===== src/logic/discard_pkg.sv =====
// Constants, field layouts and state types of the packet discard block.
// Assumes one system clock; every consumer imports the whole package.
package discard_pkg;

  // ----------------------------------------------------------------
  // Widths and sizes
  // ----------------------------------------------------------------
  localparam int          DATA_W       = 32;
  localparam int          FIFO_DEPTH   = 16;
  localparam int          ENTRY_W      = 34;
  localparam int          E_EOP        = 32;
  localparam int          E_STS        = 33;

  // ----------------------------------------------------------------
  // Packet limits and cycle counts
  // ----------------------------------------------------------------
  localparam logic [15:0] MIN_PKT_BYTES  = 16'h0040;
  localparam logic [15:0] CRC_BYTES      = 16'h0004;
  localparam int          FLUSH_SHIFT    = 3;
  localparam logic [15:0] FLUSH_EXTRA    = 16'h0006;
  localparam logic [1:0]  AUTO_CLR_DELAY = 2'h3;

  // ----------------------------------------------------------------
  // Status word bit positions and discard enable bits
  // ----------------------------------------------------------------
  localparam int          ST_CRC   = 0;
  localparam int          ST_RX_OVERFLOW_FLAG  = 1;
  localparam int          ST_UNDERSIZE_FLAG = 2;
  localparam int          ST_OVERSIZE_FLAG = 3;
  localparam int          ST_CODEWORD_ERROR  = 4;
  localparam int          ST_MULTI = 5;
  localparam int          ST_BC_LO = 16;
  localparam int          N_DISC   = 5;

  // ----------------------------------------------------------------
  // Status word select and transmit line codes
  // ----------------------------------------------------------------
  localparam logic [1:0]  SEL_GOOD = 2'h0;
  localparam logic [1:0]  SEL_ALL  = 2'h1;
  localparam logic [1:0]  SEL_NONE = 2'h2;
  localparam logic [1:0]  TXC_IDLE = 2'h0;
  localparam logic [1:0]  TXC_DATA = 2'h1;
  localparam logic [1:0]  TXC_ERR  = 2'h2;

  typedef enum logic [2:0] {RX_IDLE, RX_DATA, RX_DECIDE, RX_TERM, RX_STS} rx_state_t;
  typedef enum logic [1:0] {OUT_RUN, OUT_DRAIN, OUT_DROPSTS} out_state_t;
  typedef enum logic [1:0] {TX_IDLE, TX_RUN, TX_ERR, TX_HOLD} tx_state_t;

endpackage


===== src/logic/packet_discard_status_word.sv =====
// Receive FIFO with packet rewind, plus the discard and status word logic.
// Assumes all inputs are synchronous to mclk and the coding layer cannot
// be stalled, so a full FIFO loses words instead of back-pressuring.
`timescale 1ns/1ps

// ------------------------------------------------------------------
// Packet FIFO: rewind drops every word written since the last mark
// ------------------------------------------------------------------
module rx_fifo #(
  parameter int WIDTH = 34,
  parameter int DEPTH = 16
) (
  input  wire logic             mclk,
  input  wire logic             nrst,
  input  wire logic             wr_valid,
  output logic                  wr_ready,
  input  wire logic [WIDTH-1:0] wr_data,
  input  wire logic             mark,
  input  wire logic             rewind,
  output logic                  rd_valid,
  input  wire logic             rd_ready,
  output logic [WIDTH-1:0]      rd_data,
  output logic [$clog2(DEPTH):0] level
);
  localparam int AW = $clog2(DEPTH);

  generate
    if (DEPTH < 2 || (1 << AW) != DEPTH) begin : g_bad_depth
      $error("rx_fifo depth must be a power of two, at least 2");
    end
  endgenerate

  logic [WIDTH-1:0] mem [DEPTH];
  logic [AW:0]      wr_ptr_q;
  logic [AW:0]      rd_ptr_q;
  logic [AW:0]      mark_ptr_q;
  wire              do_wr = wr_valid && wr_ready && !rewind;
  wire              do_rd = rd_valid && rd_ready;

  assign level    = wr_ptr_q - rd_ptr_q;
  assign wr_ready = level != (AW + 1)'(DEPTH);
  assign rd_valid = level != '0;
  assign rd_data  = mem[rd_ptr_q[AW-1:0]];

  always_ff @(posedge mclk) begin
    if (do_wr) begin
      mem[wr_ptr_q[AW-1:0]] <= wr_data;
    end
  end

  // Rewind is only legal while the reader has not entered the packet
  always_ff @(posedge mclk or negedge nrst) begin
    if (!nrst) begin
      wr_ptr_q   <= '0;
      rd_ptr_q   <= '0;
      mark_ptr_q <= '0;
    end else begin
      if (mark) begin
        mark_ptr_q <= wr_ptr_q;
      end
      if (rewind) begin
        wr_ptr_q <= mark_ptr_q;
      end else if (do_wr) begin
        wr_ptr_q <= wr_ptr_q + 1'b1;
      end
      if (do_rd) begin
        rd_ptr_q <= rd_ptr_q + 1'b1;
      end
    end
  end
endmodule

module packet_discard_status_word
  import discard_pkg::*;
#(
  parameter int DEPTH = FIFO_DEPTH
) (
  input  wire logic              mclk,
  input  wire logic              nrst,
  input  wire logic              rx_in_valid,
  input  wire logic              rx_in_sop,
  input  wire logic              rx_in_eop,
  input  wire logic [DATA_W-1:0] rx_in_data,
  input  wire logic [2:0]        rx_in_nbytes,
  input  wire logic              rx_in_code_err,
  input  wire logic              rx_in_crc_bad,
  output logic                   rx_in_ready,
  output logic                   sys_out_valid,
  input  wire logic              sys_out_ready,
  output logic [DATA_W-1:0]      sys_out_data,
  output logic                   sys_out_eop,
  output logic                   sys_out_status,
  input  wire logic              rx_abort_in,
  output logic                   rx_discard_flag,
  input  wire logic              rx_discard_clear,
  input  wire logic              tx_pkt_active,
  input  wire logic              tx_pkt_end,
  input  wire logic              tx_sys_busy,
  input  wire logic              tx_fifo_underflow,
  input  wire logic              tx_fifo_overflow,
  output logic                   tx_sys_ready,
  output logic [1:0]             tx_code,
  output logic                   tx_discard_flag,
  input  wire logic              tx_discard_clear,
  input  wire logic              auto_clear_en,
  input  wire logic              auto_rx_abort_en,
  input  wire logic              abort_keeps_status,
  input  wire logic [1:0]        status_word_select,
  input  wire logic [N_DISC-1:0] discard_en,
  input  wire logic              big_endian,
  input  wire logic [15:0]       max_pkt_size
);
  localparam int LW = $clog2(DEPTH) + 1;

  generate
    if (DEPTH < 4) begin : g_bad_depth
      $error("receive FIFO needs at least 4 words");
    end
  endgenerate

  function automatic logic [DATA_W-1:0] swap32(input logic [DATA_W-1:0] w);
    swap32 = {w[7:0], w[15:8], w[23:16], w[31:24]};
  endfunction

  // ----------------------------------------------------------------
  // State
  // ----------------------------------------------------------------
  rx_state_t         in_st_q;
  rx_state_t         in_st_d;
  out_state_t        out_st_q;
  out_state_t        out_st_d;
  tx_state_t         tx_st_q;
  tx_state_t         tx_st_d;
  logic [15:0]       in_bytes_q;
  logic [15:0]       pkt_words_q;
  logic              rx_overflow_flag_q;
  logic              code_q;
  logic              crc_q;
  logic              eop_lost_q;
  logic              aborted_q;
  logic              pend_q;
  logic [DATA_W-1:0] pend_word_q;
  logic              mid_q;
  logic [15:0]       flush_q;
  logic [1:0]        clr_cnt_q;
  logic              rx_flag_q;
  logic              tx_flag_q;
  logic              rx_ready_q;
  logic              out_valid_q;
  logic [DATA_W-1:0] out_data_q;
  logic              out_eop_q;
  logic              out_sts_q;
  logic              tx_ready_q;
  logic [1:0]        tx_code_q;

  logic               f_wr_ready;
  logic               f_rd_valid;
  logic [ENTRY_W-1:0] f_rd_data;
  logic [LW-1:0]      f_level;

  // ----------------------------------------------------------------
  // Ingress decode
  // ----------------------------------------------------------------
  wire in_idle   = in_st_q == RX_IDLE;
  wire beat      = rx_in_valid && (in_idle ? rx_in_sop : in_st_q == RX_DATA);
  wire sop_beat  = beat && in_idle;
  // Once overflowed, the rest of the packet is dropped even if room frees
  wire keep_cnt  = sop_beat || !rx_overflow_flag_q;
  wire data_wr   = beat && f_wr_ready && keep_cnt;
  wire rx_overflow_flag_evt  = beat && !data_wr;
  wire in_eop    = beat && rx_in_eop;

  wire [N_DISC:0] err_w;
  assign err_w[ST_CRC]   = crc_q;
  assign err_w[ST_RX_OVERFLOW_FLAG]  = rx_overflow_flag_q;
  assign err_w[ST_UNDERSIZE_FLAG] = in_bytes_q < MIN_PKT_BYTES;
  assign err_w[ST_OVERSIZE_FLAG] = in_bytes_q > max_pkt_size;
  assign err_w[ST_CODEWORD_ERROR]  = code_q;
  assign err_w[ST_MULTI] = 1'b0;

  wire hit      = (|(err_w[N_DISC-1:0] & discard_en)) || aborted_q;
  wire started  = 16'(f_level) < pkt_words_q;
  wire decide   = in_st_q == RX_DECIDE;
  wire internal = decide && hit && !started;
  wire external = decide && hit && started;
  wire sts_want = (status_word_select == SEL_ALL) ||
                  (status_word_select == SEL_GOOD && !hit);

  wire [15:0] bc_w = (in_bytes_q > CRC_BYTES) ? in_bytes_q - CRC_BYTES : 16'h0000;
  wire [DATA_W-1:0] sts_word = {bc_w, 10'h000, err_w};

  // ----------------------------------------------------------------
  // FIFO write mux
  // ----------------------------------------------------------------
  wire term_wr = in_st_q == RX_TERM && f_wr_ready;
  wire sts_wr  = in_st_q == RX_STS && f_wr_ready && !pend_q;
  wire pend_wr = in_idle && pend_q && !beat && f_wr_ready;
  wire f_wr    = data_wr || term_wr || sts_wr || pend_wr;

  wire [ENTRY_W-1:0] f_wdata =
    data_wr ? {1'b0, rx_in_eop, rx_in_data} :
    term_wr ? {1'b0, 1'b1, {DATA_W{1'b0}}} :
    sts_wr  ? {1'b1, 1'b0, sts_word} :
              {1'b1, 1'b0, pend_word_q};

  // ----------------------------------------------------------------
  // Read side
  // ----------------------------------------------------------------
  wire head_eop  = f_rd_valid && f_rd_data[E_EOP];
  wire head_sts  = f_rd_valid && f_rd_data[E_STS];
  wire running   = out_st_q == OUT_RUN;
  wire load      = running && flush_q == 16'h0000 && (!out_valid_q || sys_out_ready);
  wire abort_ok  = running && (mid_q || (out_valid_q && !out_sts_q));
  wire auto_ab   = external && auto_rx_abort_en;
  wire abort_req = abort_ok && (rx_abort_in || auto_ab);
  wire drop_pop  = (out_st_q == OUT_DRAIN && f_rd_valid) ||
                   (out_st_q == OUT_DROPSTS && head_sts && !abort_keeps_status);
  wire f_rd      = (load && f_rd_valid && !abort_req) || drop_pop;
  wire out_take  = out_valid_q && sys_out_ready;
  wire rx_under  = running && mid_q && sys_out_ready && !out_valid_q &&
                   !f_rd_valid;
  wire [DATA_W-1:0] head_word = big_endian ? swap32(f_rd_data[DATA_W-1:0])
                                           : f_rd_data[DATA_W-1:0];

  // ----------------------------------------------------------------
  // Flags
  // ----------------------------------------------------------------
  wire tx_disc  = tx_st_q == TX_RUN && (tx_fifo_underflow || tx_fifo_overflow);
  wire tx_set   = tx_disc && tx_sys_busy;
  wire rx_set   = external || rx_under;
  wire eop_evt  = (out_take && out_eop_q && !out_sts_q) || tx_pkt_end;
  wire auto_clr = clr_cnt_q == 2'h1;
  // An event in the same cycle as a clear wins
  wire rx_flag_d = rx_set || (rx_flag_q && !rx_discard_clear && !auto_clr);
  wire tx_flag_d = tx_set || (tx_flag_q && !tx_discard_clear && !auto_clr);

  // ----------------------------------------------------------------
  // Next states
  // ----------------------------------------------------------------
  always_comb begin
    in_st_d = in_st_q;
    case (in_st_q)
      RX_IDLE:   if (sop_beat && !rx_in_eop) in_st_d = RX_DATA;
                 else if (sop_beat) in_st_d = RX_DECIDE;
      RX_DATA:   if (in_eop) in_st_d = RX_DECIDE;
      RX_DECIDE: begin
        if (internal) begin
          in_st_d = sts_want ? RX_STS : RX_IDLE;
        end else if (eop_lost_q) begin
          in_st_d = RX_TERM;
        end else begin
          in_st_d = sts_want ? RX_STS : RX_IDLE;
        end
      end
      RX_TERM:   if (f_wr_ready) in_st_d = sts_want ? RX_STS : RX_IDLE;
      RX_STS:    in_st_d = RX_IDLE;
      default:   in_st_d = RX_IDLE;
    endcase
  end

  always_comb begin
    out_st_d = out_st_q;
    case (out_st_q)
      OUT_RUN: begin
        if (abort_req) begin
          out_st_d = mid_q ? OUT_DRAIN : OUT_DROPSTS;
        end
      end
      OUT_DRAIN: if (head_eop && !head_sts) out_st_d = OUT_DROPSTS;
      // Without abort_keeps_status, waits for the word after the packet; keeps it unless it is status
      OUT_DROPSTS: if (abort_keeps_status || f_rd_valid) out_st_d = OUT_RUN;
      default: out_st_d = OUT_RUN;
    endcase
  end

  always_comb begin
    tx_st_d = tx_st_q;
    case (tx_st_q)
      TX_IDLE: if (tx_pkt_active) tx_st_d = TX_RUN;
      TX_RUN: begin
        if (tx_disc) begin
          tx_st_d = TX_ERR;
        end else if (tx_pkt_end) begin
          tx_st_d = TX_IDLE;
        end
      end
      TX_ERR:  tx_st_d = TX_HOLD;
      TX_HOLD: if (!tx_sys_busy && !tx_pkt_active) tx_st_d = TX_IDLE;
      default: tx_st_d = TX_IDLE;
    endcase
  end

  wire [1:0] tx_code_d = tx_st_d == TX_RUN ? TXC_DATA :
                         tx_st_d == TX_ERR ? TXC_ERR : TXC_IDLE;
  wire tx_ready_d = tx_st_d != TX_ERR && tx_st_d != TX_HOLD;
  wire [15:0] flush_ld = (in_bytes_q >> FLUSH_SHIFT) + FLUSH_EXTRA;

  // ----------------------------------------------------------------
  // FIFO
  // ----------------------------------------------------------------
  rx_fifo #(
    .WIDTH (ENTRY_W),
    .DEPTH (DEPTH)
  ) u_fifo (
    .mclk     (mclk),
    .nrst     (nrst),
    .wr_valid (f_wr),
    .wr_ready (f_wr_ready),
    .wr_data  (f_wdata),
    .mark     (sop_beat),
    .rewind   (internal),
    .rd_valid (f_rd_valid),
    .rd_ready (f_rd),
    .rd_data  (f_rd_data),
    .level    (f_level)
  );

  // ----------------------------------------------------------------
  // Ingress registers
  // ----------------------------------------------------------------
  always_ff @(posedge mclk or negedge nrst) begin
    if (!nrst) begin
      in_st_q     <= RX_IDLE;
      in_bytes_q  <= 16'h0000;
      pkt_words_q <= 16'h0000;
      rx_overflow_flag_q      <= 1'b0;
      code_q      <= 1'b0;
      crc_q       <= 1'b0;
      eop_lost_q  <= 1'b0;
      aborted_q   <= 1'b0;
    end else begin
      in_st_q <= in_st_d;
      if (sop_beat) begin
        in_bytes_q  <= data_wr ? 16'(rx_in_nbytes) : 16'h0000;
        pkt_words_q <= data_wr ? 16'h0001 : 16'h0000;
        rx_overflow_flag_q      <= rx_overflow_flag_evt;
        code_q      <= rx_in_code_err;
        aborted_q   <= 1'b0;
      end else if (beat) begin
        if (data_wr) begin
          in_bytes_q  <= in_bytes_q + 16'(rx_in_nbytes);
          pkt_words_q <= pkt_words_q + 16'h0001;
        end
        rx_overflow_flag_q <= rx_overflow_flag_q || rx_overflow_flag_evt;
        code_q <= code_q || rx_in_code_err;
      end
      if (in_eop) begin
        crc_q      <= rx_in_crc_bad;
        eop_lost_q <= !data_wr;
      end
      if (abort_req && in_st_q == RX_DATA) begin
        aborted_q <= 1'b1;
      end
    end
  end

  // Status kept back while the FIFO is full; later ones mark it as a run
  always_ff @(posedge mclk or negedge nrst) begin
    if (!nrst) begin
      pend_q      <= 1'b0;
      pend_word_q <= '0;
    end else if (in_st_q == RX_STS && !sts_wr) begin
      pend_q <= 1'b1;
      if (pend_q) begin
        pend_word_q[ST_MULTI] <= 1'b1;
      end else begin
        pend_word_q <= sts_word;
      end
    end else if (pend_wr) begin
      pend_q <= 1'b0;
    end
  end

  // ----------------------------------------------------------------
  // Output stage
  // ----------------------------------------------------------------
  always_ff @(posedge mclk or negedge nrst) begin
    if (!nrst) begin
      out_st_q    <= OUT_RUN;
      out_valid_q <= 1'b0;
      out_data_q  <= '0;
      out_eop_q   <= 1'b0;
      out_sts_q   <= 1'b0;
      mid_q       <= 1'b0;
      flush_q     <= 16'h0000;
    end else begin
      out_st_q <= out_st_d;
      if (abort_req) begin
        out_valid_q <= 1'b0;
        flush_q     <= flush_ld;
      end else if (flush_q != 16'h0000) begin
        flush_q <= flush_q - 16'h0001;
      end
      if (load && !abort_req) begin
        out_valid_q <= f_rd_valid;
        out_data_q  <= head_word;
        out_eop_q   <= f_rd_data[E_EOP];
        out_sts_q   <= f_rd_data[E_STS];
      end else if (out_take) begin
        out_valid_q <= 1'b0;
      end
      if (f_rd && !head_sts) begin
        mid_q <= !f_rd_data[E_EOP] && out_st_q == OUT_RUN;
      end
    end
  end

  // ----------------------------------------------------------------
  // Flags, transmit path and registered outputs
  // ----------------------------------------------------------------
  always_ff @(posedge mclk or negedge nrst) begin
    if (!nrst) begin
      clr_cnt_q <= 2'h0;
      rx_flag_q <= 1'b0;
      tx_flag_q <= 1'b0;
    end else begin
      rx_flag_q <= rx_flag_d;
      tx_flag_q <= tx_flag_d;
      if (auto_clear_en && eop_evt) begin
        clr_cnt_q <= AUTO_CLR_DELAY;
      end else if (clr_cnt_q != 2'h0) begin
        clr_cnt_q <= clr_cnt_q - 2'h1;
      end
    end
  end

  always_ff @(posedge mclk or negedge nrst) begin
    if (!nrst) begin
      tx_st_q    <= TX_IDLE;
      tx_code_q  <= TXC_IDLE;
      tx_ready_q <= 1'b1;
      rx_ready_q <= 1'b0;
    end else begin
      tx_st_q    <= tx_st_d;
      tx_code_q  <= tx_code_d;
      tx_ready_q <= tx_ready_d;
      rx_ready_q <= f_wr_ready;
    end
  end

  assign rx_in_ready     = rx_ready_q;
  assign sys_out_valid   = out_valid_q;
  assign sys_out_data    = out_data_q;
  assign sys_out_eop     = out_eop_q;
  assign sys_out_status  = out_sts_q;
  assign rx_discard_flag = rx_flag_q;
  assign tx_discard_flag = tx_flag_q;
  assign tx_sys_ready    = tx_ready_q;
  assign tx_code         = tx_code_q;
endmodule

===== config.mk =====
export PLATFORM = sky130hd
export DESIGN_NAME = packet_discard_status_word
export DESIGN_NICKNAME = d
export VERILOG_FILES = /design/src/logic/discard_pkg.sv /design/src/logic/packet_discard_status_word.sv
export SDC_FILE = /design/constraint.sdc
export NUM_CORES = 1
export LEC_CHECK = 0
export BUFFER_PORTS_ARGS = -buffer_cell sky130_fd_sc_hd__clkbuf_2
export CAP_MARGIN = 20
export CELL_PAD_IN_SITES_DETAIL_PLACEMENT = 0
export CELL_PAD_IN_SITES_GLOBAL_PLACEMENT = 1
export CORE_ASPECT_RATIO = 0.5
export CORE_MARGIN = 1
export CORE_UTILIZATION = 38
export DETAILED_ROUTE_END_ITERATION = 6
export PLACE_DENSITY = 0.73
export SLEW_MARGIN = 0
export SYNTH_ARGS = -nofsm -noshare
export SYNTH_HDL_FRONTEND = slang
export SYNTH_HIERARCHICAL = 1
export SYNTH_SLANG_ARGS = --single-unit

===== constraint.sdc =====
create_clock -name mclk -period 7.25 [get_ports mclk]
set_input_delay 2.175 -clock mclk [delete_from_list [all_inputs] [get_ports mclk]]
set_output_delay 2.175 -clock mclk [all_outputs]
set_load 0.1 [all_outputs]

Word-level counts from Yosys, hierarchy flattened --
Memories as Yosys holds them, arrays and structs flattened. Index checks and enable logic that the tools add are counted.
Operators by class: bitwise gates (word level) 2, equality and inequality tests 22, reduce and logical (&&, ||, !) cells 116, add/sub/neg operators 9, mux-type cells 54, $lt $le $gt $ge 4
Operators by type and width (number):
- $mux W16 | 9
- $mux W34 | 2
- $mux W32 | 2
- $logic_and A1 B1 Y1 | 55
- $mux W2 | 12
- $mux W3 | 8
- $logic_not A1 Y1 | 21
- $logic_or A1 B1 Y1 | 19
- $add A16 B1 Y16 const B | 1
- $add A16 B3 Y16 | 1
- $gt A16 B16 Y1 | 1
- $gt A16 B3 Y1 const B | 1
- $logic_not A16 Y1 | 1
- $lt A16 B7 Y1 const B | 1
- $lt A5 B16 Y1 | 1
- $mux W1 | 16
- $reduce_bool A16 Y1 | 1
- $reduce_bool A2 Y1 | 8
- $sub A16 B1 Y16 const B | 1
- $sub A16 B3 Y16 const B | 1
- $add A13 B3 Y14 const B | 1
- $pmux W3 S4 | 1
- $add A5 B1 Y5 const B | 2
- $eq A2 B1 Y1 const B | 5
- 22 further kinds | 36
Storage, ports and cells: memories 1, input bits 78, register bits after elaboration 142, output and inout bits 41, logic and storage cells 236, bits in writable memories 544
Memory list:
- u_fifo.mem | words 16, width 34, rd ports 1, clocked after Yosys merged registers in 0, wr ports 1, RTL line packet_discard_status_word.sv:33 | logic [WIDTH-1:0] mem [DEPTH];

Longest topological paths before layout --
Gate-level depths: netlist of the first run.
depth after elaboration 13, gate-level depth with buffers 18, gate-level depth less buffers 17

Cells and area by module --
The synthesis of the first run kept the hierarchy.
By module, submodules not included:
- rx_fifo | seq. area each 16711.0 um^2, cells an instance 874, area an instance 21475.6 um^2, instances 1
- packet_discard_status_word | seq. area each 3179.3 um^2, cells an instance 869, area an instance 7822.5 um^2, instances 1

Worst setup path after synthesis of the first run --
Ideal clock, no wire load.
path kind input-to-reg, from in rx_in_valid, to mem u_fifo.mem[5][0] (enable), arrival time 7.715 ns, path buffers 4, path slack -0.987 ns, setup time 0.523 ns, stages on the path 12, data required time 6.727 ns, cells stage by stage nand2_1 or4_1 buf_2 inv_2 o211ai_1 and2_1 clkbuf_1 buf_1 nand2_1 clkbuf_1 nand2_1 nor4b_1
Between the ends: word-level cells in the longest chain between the ends 11, elaborated cells between the ends (all ways) 15, classes of those cells 2 x mux; 13 x reduce/logical
RTL lines:
- from (decl) | RTL line packet_discard_status_word.sv:80 | input wire logic rx_in_valid,
- $logic_and A1 B1 Y1 * | RTL line packet_discard_status_word.sv:165 | wire beat = rx_in_valid && (in_idle ? rx_in_sop : in_st_q == RX_DATA);
- $logic_and A1 B1 Y1 | RTL line packet_discard_status_word.sv:166 | wire sop_beat = beat && in_idle;
- $logic_or A1 B1 Y1 | RTL line packet_discard_status_word.sv:168 | wire keep_cnt = sop_beat || !rx_overflow_flag_q;
- $logic_and A1 B1 Y1 | RTL line packet_discard_status_word.sv:169 | wire data_wr = beat && f_wr_ready && keep_cnt;
- $logic_or A1 B1 Y1 (2 in a row) | RTL line packet_discard_status_word.sv:198 | wire f_wr = data_wr || term_wr || sts_wr || pend_wr;
- $logic_or A1 B1 Y1 * | RTL line packet_discard_status_word.sv:198
- named net f_wr | RTL line packet_discard_status_word.sv:198
- $logic_and A1 B1 Y1 * (2 in a row) | RTL line packet_discard_status_word.sv:37 | wire do_wr = wr_valid && wr_ready && !rewind;
- $mux W1 * | RTL line packet_discard_status_word.sv:46 | if (do_wr) begin
- $mux W1 (not written as such) * | RTL line packet_discard_status_word.sv:47 | mem[wr_ptr_q[AW-1:0]] <= wr_data;
- to (decl) | RTL line packet_discard_status_word.sv:33
Mark *: on every way through the listed nets, which the timed path passes. The rest lies on a longest branch.

Worst setup path in the final report of the first run --
from in max_pkt_size[5], to mem u_fifo.mem[10][26] (enable)
Between the ends: word-level cells in the longest chain between the ends 10
RTL lines:
- from (decl) | RTL line packet_discard_status_word.sv:111 | input wire logic [15:0] max_pkt_size
- $gt A16 B16 Y1 | RTL line packet_discard_status_word.sv:177 | assign err_w[ST_OVERSIZE_FLAG] = in_bytes_q > max_pkt_size;
- $and A5 B5 Y5 | RTL line packet_discard_status_word.sv:181 | wire hit = (|(err_w[N_DISC-1:0] & discard_en)) || aborted_q;
- $reduce_or A5 Y1 | RTL line packet_discard_status_word.sv:181
- $logic_or A1 B1 Y1 | RTL line packet_discard_status_word.sv:181
- $logic_and A1 B1 Y1 (2 in a row) | RTL line packet_discard_status_word.sv:184 | wire internal = decide && hit && !started;
- named net internal | RTL line packet_discard_status_word.sv:184
- $logic_not A1 Y1 | RTL line packet_discard_status_word.sv:37
- $logic_and A1 B1 Y1 | RTL line packet_discard_status_word.sv:37
- $mux W1 | RTL line packet_discard_status_word.sv:46
- $mux W1 (not written as such) | RTL line packet_discard_status_word.sv:47
The timed path passes the listed nets, and every way through them passes these cells.

==> run summary, run 1 <==
Slew Viols, Final: 0
ys async rst share: 20.7%
first-pass GRT wire length: 102,000 um
Post-Synth XOR/XNOR Area: 1.79%
synth warn: 6
io pins: 119
mean number of vias per cell: 5.41
post-route setup TNS: 0 ps
H-tree depth: 3
Clock Pin Slew Worst Setup and Hold Paths: 60 ps
Syn Std Cell Area: 0.0293 mm^2
status: complete, no violations
GP Congestion: 0.769
CTS Buffer Depth: 3
fmax: 178 MHz
Hold Crit Depth: 2
Post-DP Area: 0.0312 mm^2
CP Data Arrival Time: 5880 ps
Resize count post-CTS: 0
Max Cap Viol: 0
worst setup path class: input pin to register
Total Wirelength: 66,500 um
cts bufs inserted: 67
Max Clock Skew: 26.5 ps
CTS root buffer: clkbuf_16
mux contribution to synthesized area: 14.8%
fin area: 0.0333 mm^2
ys flop type: edfxtp_1
Compound-Gate Fraction of Synth Area: 5.36%
Lkg Pwr: 11.9 nW
Core ar.: 0.0757 mm^2
Multi-input gate area: 0.00885 mm^2
Slew headroom: 26.1%
Critical Path RT: 7500 ps
initial antenna violation count: 0
Worst Hold Slack: 482 ps
startpoint types: input pin
GRT Util Overall: 17.3%
die area: 0.0783 mm^2
post-synthesis sequential area ratio: 67.9%
Metal-1 WL: 29,800 um
cells after synthesis: 1,743
Antenna Nets Post-Route: 0
row count: 71
CTS tree: built
worst vdd ir: 315 uV
Via Count: 16,000
clock sinks: 686
Post-CTS Hold Buffers: 0
die height: 198 um
Seq cells post-synth: 686
reg2reg path depth: 16
share of cells above drive strength 1: 26.3%
Synth Area in Simple Gates: 5.98%
port bufs: 118
average wire per standard cell: 22.5 um
total congestion overflow: 0
Post-synth EDFFs: 544
syn_nets: 1,863
main combinational cell family by area after synthesis: multiplexers
crit share post-route: 77.6%
synth-to-layout area growth: 13.7%
# DRC: 0
DPL Wire Length: 41,500 um
Yosys top cell area share: 55.8%
clk_lat worst skew: 610 ps
Initial Util: 38.7%
met3 wire len: 3150 um
DR iter-0 viols: 1,386
fill count: 6,594
P per Cell Area: 397 mW/mm^2
vias in the first global route: 16,500
nets: 2,001
cell type with the highest aggregate area in the netlist: edfxtp_1
Mean Syn Cell Area: 16.8 um^2
largest cells by area after synthesis: edfxtp_1 56%, mux4_2 13%, dfrtp_1 12%, ha_1 1.7%, nand2_1 1.4%
endpoint class of the critical path: register
Setup Fix Bufs, Post-CTS: 0
Distinct cells, synth: 71
setup violators final: 0
Die X: 395 um
Least-Margin Pin Slew: 1110 ps
post-layout minimum cycle time: 5630 ps
Met2 Wirelength: 32,300 um
FF+latch area: 0.0199 mm^2
Synth Area in Adders: 1.84%
RSZ-0062 raised after global routing: false
max layer used: met4
Hold Violations, Final: 0
largest net degree at the start of global routing: 101
CP max FO: 18
Hold WC Path Type: register to register
drt first pass iters: 5
path summary, 6_finish.rpt:
kind	start	end	slack, ps
hold / removal	pend_word_q[23]$_DFFE_PN0P_	pend_word_q[23]$_DFFE_PN0P_	480
hold reg to reg	pend_word_q[23]$_DFFE_PN0P_	pend_word_q[23]$_DFFE_PN0P_	480
min in group asynchronous	nrst	sys_out_data[14]$_DFFE_PN0P_	1530
max in group asynchronous	nrst	sys_out_data[20]$_DFFE_PN0P_	4730
setup reg to reg	u_fifo/wr_ptr_q[0]$_DFFE_PN0P_	u_fifo/mem[10][26]$_DFFE_PP_	1830
setup / recovery	max_pkt_size[5]	u_fifo/mem[10][26]$_DFFE_PP_	1620
state kept, by name, indices dropped and copies added, names as in the netlist, 2 cells and up:
register / cells
u_fifo/wr_ptr_q: 5
out_st_q: 2
pkt_words_q: 16
flush_q: 16
tx_code: 2
tx_st_q: 2
u_fifo/rd_ptr_q: 5
in_bytes_q: 16
u_fifo/mem: 544
u_fifo/mark_ptr_q: 5
in_st_q: 3
clr_cnt_q: 2
sys_out_data: 32
pend_word_q: 22
cells in the mapped netlist (11+ instances only):
cell and instances:
nand2_1 106, buf_2 19, inv_1 52, edfxtp_1 544
nor2_1 66, and2_1 15, a21oi_2 26, xnor2_1 24
nor3_1 16, mux4_2 170, mux2i_1 34, mux2_2 12
dfrtp_1 141, clkbuf_1 53, and3_1 15, a31oi_1 12
ha_1 40, xor2_1 34, buf_1 13, or3_1 12
o31ai_1 11, nor4_1 17, o21ai_0 41, a21oi_1 75
nand3_1 38
critical path, stage by stage:
cell      delay [ps]
clkbuf_2          70
inv_1             40
ha_1             310
a21oi_1          180
o21ai_0          160
a221oi_1         410
a311oi_2         340
nor2_1           340
nor4_1            90
inv_1            330
nand2_1          270
nor2_4           620
buf_4            480
stage by stage:
step | power, mW | util, % | worst slack (ps) | instances
global route | 13.9 | 44.0 | 1340 | 2950
global placement | 9.97 | 41.2 | 1100 | 2830
CTS | 13.4 | 44.0 | 1600 | 2946
detailed placement | 10.0 | 41.2 | 976 | 2830
finish | 13.2 | 44.0 | 1620 | 2951
floorplan | 8.72 | - | -987 | 1743
per-layer routing:
| metal | up-vias | GRT usage, % |
|---|---|---|
| met5 | - | 0 |
| met4 | 0 | 4.41 |
| met3 | 86 | 2.72 |
| met2 | 375 | 28.5 |
| met1 | 8369 | 24.0 |
| li1 | 7131 | - |
layout by cell type (no fill, tap or decap), types with 47 or more instances in the layout:
cell type	netlist	routed
clkbuf_2	0	117
nand2_1	106	106
dfrtp_1	141	138
buf_4	6	47
inv_1	52	52
edfxtp_1	544	544
clkbuf_16	0	69
mux4_2	170	170
nor2_1	66	62
a21oi_1	75	74
report_power, final:
part	internal (mW)	switching [mW]
clock	1.88	1.46
combinational	1.72	2.98
sequential	4.91	0.274
layout make-up:
| cell class | count | area share (%) |
|---|---|---|
| inverter | 55 | 0.620 |
| multi-input combinational | 903 | 26.6 |
| sequential | 686 | 59.7 |
| timing repair buffer | 168 | 3.00 |
| clock buffer | 85 | 5.42 |
| antenna | 1 | 0.00751 |
| clock inverter | 31 | 0.819 |
| tap | 1022 | 3.84 |
cells by family (layout without fill, tap and decap cells):
kind of cell,count (synthesis),count (layout)
AO/OA/AOI/OAI,240,240
XOR/XNOR,59,59
adder cells (fa/ha/maj),42,42
buffers and inverters,154,339
flip-flops,686,686
multiplexers,218,218
other,0,1
AND/OR/NAND/NOR,344,344
Note: power is estimated with default switching activity, not from simulation.
==> run 2: changes to the inputs <==
Settings changed: ABC_AREA from default to 1, PLACE_DENSITY 0.73 to 0.77.
Clock period 7.25 ns to 5.1 ns, I/O delays scaled along.
==> run 2 against run 1 <==
  * Register-to-register slack worse by 970 ps
  * Synthesized cell count up 56%
  * Hold slack better by 3.8 ps
  * Cell area up 2.8%
  * Highest routed layer unchanged
==> run summary, run 2 <==
most common cell in the netlist: edfxtp_1
RSZ-0062 raised after global routing: false
Hold WC Path Type: register to register
endpoint class of the critical path: register
Critical Path RT: 5410 ps
ys flop type: edfxtp_1
Reg power frac: 38.4%
reg2reg path depth: 17
Post-CTS Hold Buffers: 0
CP max FO: 27
Gate power share: 37.4%
Core ar.: 0.0777 mm^2
n_diodes: 0
crit share post-route: 83.1%
H-tree depth: 3
GP Congestion: 0.836
startpoint types: register
Die X: 400 um
DR iter-0 viols: 1,917
Syn Std Cell Area: 0.0301 mm^2
CTS root buffer: clkbuf_16
Slew Viols, Final: 0
ys async rst share: 20.7%
Initial Util: 38.7%
largest net degree at the start of global routing: 230
cell type with the highest aggregate area in the netlist: edfxtp_1
CTS Buffer Depth: 3
Yosys top cell area share: 54.4%
initial antenna violation count: 0
Place WS: 498 ps
CP Data Arrival Time: 4540 ps
setup violators final: 0
P per Cell Area: 588 mW/mm^2
# DRC: 0
most frequent cells in the layout: 544 x edfxtp_1, 415 x nor2_1, 357 x o21ai_0
total congestion overflow: 0
row count: 72
mean number of vias per cell: 5.31
post-route setup TNS: 0 ps
post-layout minimum cycle time: 4240 ps
Antenna Nets Post-Route: 0
Setup Fix Bufs, Post-CTS: 0
CTS tree: built
most frequent cells after synthesis: 544 x edfxtp_1, 433 x nor2_1, 357 x o21ai_0, 356 x nand2_1, 177 x inv_1
power share of the clock group: 24.2%
port bufs: 118
die height: 201 um
vias in the first global route: 20,500
Net Sw Power: 7.93 mW
Clock Pin Slew Worst Setup and Hold Paths: 60 ps
DPL Wire Length: 50,600 um
commonest non-fill, non-tap cell in the layout: edfxtp_1
Total Wirelength: 80,700 um
worst vdd ir: 577 uV
cells after synthesis: 2,725
Hold Violations, Final: 0
Via Count: 20,900
drt first pass iters: 6
Slew headroom: 31.8%
synth-to-layout area growth: 14.0%
largest cells by area after synthesis: edfxtp_1 54%, dfrtp_1 12%, o21ai_0 5.9%, nor2_1 5.4%, nand2_1 4.4%
Seq cells post-synth: 686
Worst Hold Slack: 486 ps
Mean Syn Cell Area: 11.0 um^2
io pins: 119
fill count: 7,174
Resize count post-CTS: 0
Max Cap Viol: 0
Post-synth EDFFs: 544
fmax: 236 MHz
total power: 20.1 mW
Sw Ratio: 39.4%
nets: 2,967
die area: 0.0803 mm^2
GRT Util Overall: 20.1%
R2R Path Start: u_fifo/rd_ptr_q[1]$_DFFE_PN0P_
Distinct cells, synth: 61
syn_nets: 2,845
R2R Path End: u_fifo/mem[15][17]$_DFFE_PP_
status: complete, no violations
Max Clock Skew: 23.5 ps
worst setup path class: register to register
clk_lat worst skew: 620 ps
average wire per standard cell: 20.5 um
reg2reg setup slack: 860 ps
cts bufs inserted: 67
Cell Int Power: 12.2 mW
synth warn: 6
Lkg Pwr: 12.9 nW
Least-Margin Pin Slew: 1020 ps
share of cells above drive strength 1: 12.0%
Worst Setup SP: u_fifo/rd_ptr_q[1]$_DFFE_PN0P_
clock sinks: 686
max reg flops: 544
first-pass GRT wire length: 123,000 um
setup ws final: 863 ps
worst setup path endpoint: u_fifo/mem[15][17]$_DFFE_PP_
post-synthesis sequential area ratio: 66.2%
run 2: cell types whose count changed after synthesis, moves of 27 or more:
cell	delta
nor2_1	+367
o21ai_0	+316
nand2_1	+250
mux4_2	-170
inv_1	+125
nand3_1	+70
o211ai_1	+66
o22ai_1	+65
clkbuf_1	+28
o21ai_1	+27
run 2: power by group through the flow:
stage	clock, mW	sequential, mW	combinational, mW
4_1_cts	4.95	7.74	7.54
5_1_grt	5.15	7.80	8.30
3_5_place_dp	0	7.85	7.52
6_report	4.87	7.74	7.53
2_1_floorplan	0	7.93	4.68
3_3_place_gp	0	7.83	7.39
run 2: through the flow:
step,instances,util (%),area (um^2)
4_1_cts,3932,44.0,34200
3_3_place_gp,3812,41.3,32100
6_report,3933,44.1,34300
3_5_place_dp,3813,41.3,32100
5_1_grt,3933,44.1,34300
2_1_floorplan,2725,-,30100
run 2: layout make-up:
type	instances	area, um^2	area share (%)
repair buffers	195	1390	4.06
flip-flops and latches	686	19900	58.1
inverters	187	707	2.06
clock inverters	28	273	0.796
multi-input cells	1710	8840	25.8
well taps	1036	1300	3.78
clock buffers	91	1850	5.40
run 2: worst max-delay path, cell delays in order, from the launching register on:
cell and delay [ps]:
dfrtp_4 490, inv_2 450, ha_1 350, nand3_1 110
nand3_1 80, nand2_1 140, inv_1 60, ha_1 290
a21oi_1 130, a21boi_0 90, o21bai_1 250, or2_2 180
inv_1 110, inv_1 110, nand3_2 160, buf_4 260
nor2_4 410, buf_12 250
run 2: cell families (layout without fill, tap and decap cells):
logic type | count (synthesis) | after routing | share of synthesized area, %
XOR/XNOR | 26 | 26 | 0.758
buffers and inverters | 329 | 501 | 4.84
adder cells (fa/ha/maj) | 42 | 42 | 1.80
AND/OR/NAND/NOR | 973 | 973 | 13.3
AO/OA/AOI/OAI | 637 | 637 | 12.0
multiplexers | 32 | 32 | 1.07
flip-flops | 686 | 686 | 66.2
run 2: how the worst min path moves through the flow:
stage               slack, ps  cells after the start                        start                          end
floorplan                 450                      2  pend_word_q[31]$_DFFE_PN0P_  pend_word_q[31]$_DFFE_PN0P_
global route              510                      2  pend_word_q[16]$_DFFE_PN0P_  pend_word_q[16]$_DFFE_PN0P_
detailed placement        470                      2  pend_word_q[16]$_DFFE_PN0P_  pend_word_q[16]$_DFFE_PN0P_
finish                    490                      2  pend_word_q[19]$_DFFE_PN0P_  pend_word_q[19]$_DFFE_PN0P_
global placement          470                      2  pend_word_q[21]$_DFFE_PN0P_  pend_word_q[21]$_DFFE_PN0P_
CTS                       490                      2  pend_word_q[16]$_DFFE_PN0P_  pend_word_q[16]$_DFFE_PN0P_
run 2: routing by layer:
layer	vias up	global-route usage, %	wire (um)
met4	0	5.83	2170
met3	105	3.21	5090
met1	10300	27.9	35500
met5	-	0	0
met2	669	32.3	37900
li1	9860	-	-
==> run 3: changes to the inputs <==
Settings changed: PLACE_DENSITY 0.77 to 0.74.
Clock period 5.1 ns to 4.1 ns, I/O delays scaled along.
==> run 3 against run 2 <==
  * Maximum frequency up 14%
  * Power rose by 26%
  * Die area unchanged
  * Global-route usage fell by 0.25 points
  * First-iteration DRC count shrank 9.2%
  * Critical endpoint is now u_fifo/mem[4][31]$_DFFE_PP_
  * Largest cell class unchanged
  * Largest power group is now combinational cells
==> run summary, run 3 (synthesized netlist as in run 2, its figures left out) <==
RSZ-0062 raised after global routing: false
mean number of vias per cell: 5.23
Least-Margin Pin Slew: 1060 ps
met2 Use GR: 32.5%
Core ar.: 0.0777 mm^2
cts bufs inserted: 66
met3 usage: 3.24%
Setup Fix Bufs, Post-CTS: 0
Die X: 400 um
commonest non-fill, non-tap cell in the layout: edfxtp_1
total power: 25.5 mW
crit share post-route: 90.7%
GRT Util Overall: 19.8%
clk_lat worst skew: 620 ps
Placed Cells incl. Taps: 3,845
synth-to-layout area growth: 15.3%
Slew headroom: 29.3%
port bufs: 118
Hold WC Path Type: register to register
Post-DP Area: 0.0325 mm^2
vias in the first global route: 20,100
clock sinks: 686
average wire per standard cell: 20.0 um
Clock Pin Slew Worst Setup and Hold Paths: 70 ps
Slew Viols, Final: 0
H-tree depth: 3
setup ws final: 380 ps
status: complete, no violations
startpoint types: register
fin area: 0.0347 mm^2
initial antenna violation count: 0
Final Non-Filler Cells: 3,970
Worst Hold Slack: 483 ps
P per Cell Area: 735 mW/mm^2
layer with the highest usage: met2
drt first pass iters: 6
Initial Util: 38.7%
row count: 72
CP max FO: 19
DR iter-0 viols: 1,740
io pins: 119
Resize count post-CTS: 0
final core occ: 44.6%
max reg flops: 544
worst vdd ir: 491 uV
Place WS: -303 ps
Post-CTS Hold Buffers: 0
Lkg Pwr: 13.1 nW
Antenna Nets Post-Route: 0
grt met1 use: 27.4%
Critical Path RT: 4410 ps
Hold Violations, Final: 0
Total Wirelength: 79,400 um
post-layout minimum cycle time: 3720 ps
share of cells above drive strength 1: 13.0%
endpoint class of the critical path: register
CTS root buffer: clkbuf_16
worst setup path class: register to register
CTS tree: built
Max Clock Skew: 17.9 ps
fmax: 269 MHz
CTS Buffer Depth: 3
die area: 0.0803 mm^2
n_diodes: 0
post-route setup TNS: 0 ps
setup violators final: 0
total congestion overflow: 0
first-pass GRT wire length: 122,000 um
Max Cap Viol: 0
nets: 3,001
DPL Wire Length: 50,800 um
most frequent cells in the layout: 544 x edfxtp_1, 416 x nor2_1, 356 x o21ai_0, 356 x nand2_1, 177 x inv_1
CP Data Arrival Time: 4030 ps
GP Congestion: 0.834
largest net degree at the start of global routing: 191
Via Count: 20,800
# DRC: 0
die height: 201 um
[run 3: path summary, 6_finish.rpt]
| check | start | endpoint | depth (start not counted) | slack, ps |
|---|---|---|---|---|
| max | u_fifo/rd_ptr_q[0]$_DFFE_PN0P_ | u_fifo/mem[4][31]$_DFFE_PP_ | 17 | 380 |
| min | sys_out_data[6]$_DFFE_PN0P_ | sys_out_data[6]$_DFFE_PN0P_ | 2 | 480 |
| max reg2reg | u_fifo/rd_ptr_q[0]$_DFFE_PN0P_ | u_fifo/mem[4][31]$_DFFE_PP_ | 17 | 380 |
| min reg2reg | sys_out_data[6]$_DFFE_PN0P_ | sys_out_data[6]$_DFFE_PN0P_ | 2 | 480 |
| max in group asynchronous | nrst | clr_cnt_q[0]$_DFFE_PN0P_ | 2 | 2700 |
| min in group asynchronous | nrst | pkt_words_q[7]$_DFFE_PN0P_ | 1 | 630 |
[run 3: power breakdown]
group / switching (mW) / leakage, nW / internal (mW)
Sequential: 0.380 / 6.86 / 9.19
Combinational: 6.98 / 5.23 / 2.88
Clock: 2.63 / 1.03 / 3.41
[run 3: layout make-up]
cell class | instances | area, um^2
fillers | 7177 | 43100
well taps | 1036 | 1300
clock buffers | 92 | 1830
flip-flops and latches | 686 | 19900
inverters | 187 | 707
clock inverters | 29 | 267
repair buffers | 230 | 1820
multi-input cells | 1710 | 8840
[run 3: critical path, stage by stage, from the launching register on]
cell and delay [ps]:
dfrtp_4 440, ha_1 140, inv_1 60, fa_1 400, nand3_1 110, nand2_1 60, nand2_1 90, nand2_1 90
ha_1 270, a21boi_0 120, o21bai_1 170, or2_2 150, inv_1 50, inv_1 70, nand3_2 180, buf_4 230
nor2_4 530, buf_16 250
[run 3: per-layer routing]
layer | vias to the layer above | wire length [um]
li1 | 9923 | -
met5 | - | 0
met1 | 10200 | 35300
met4 | 0 | 1660
met2 | 548 | 38100
met3 | 91 | 4230
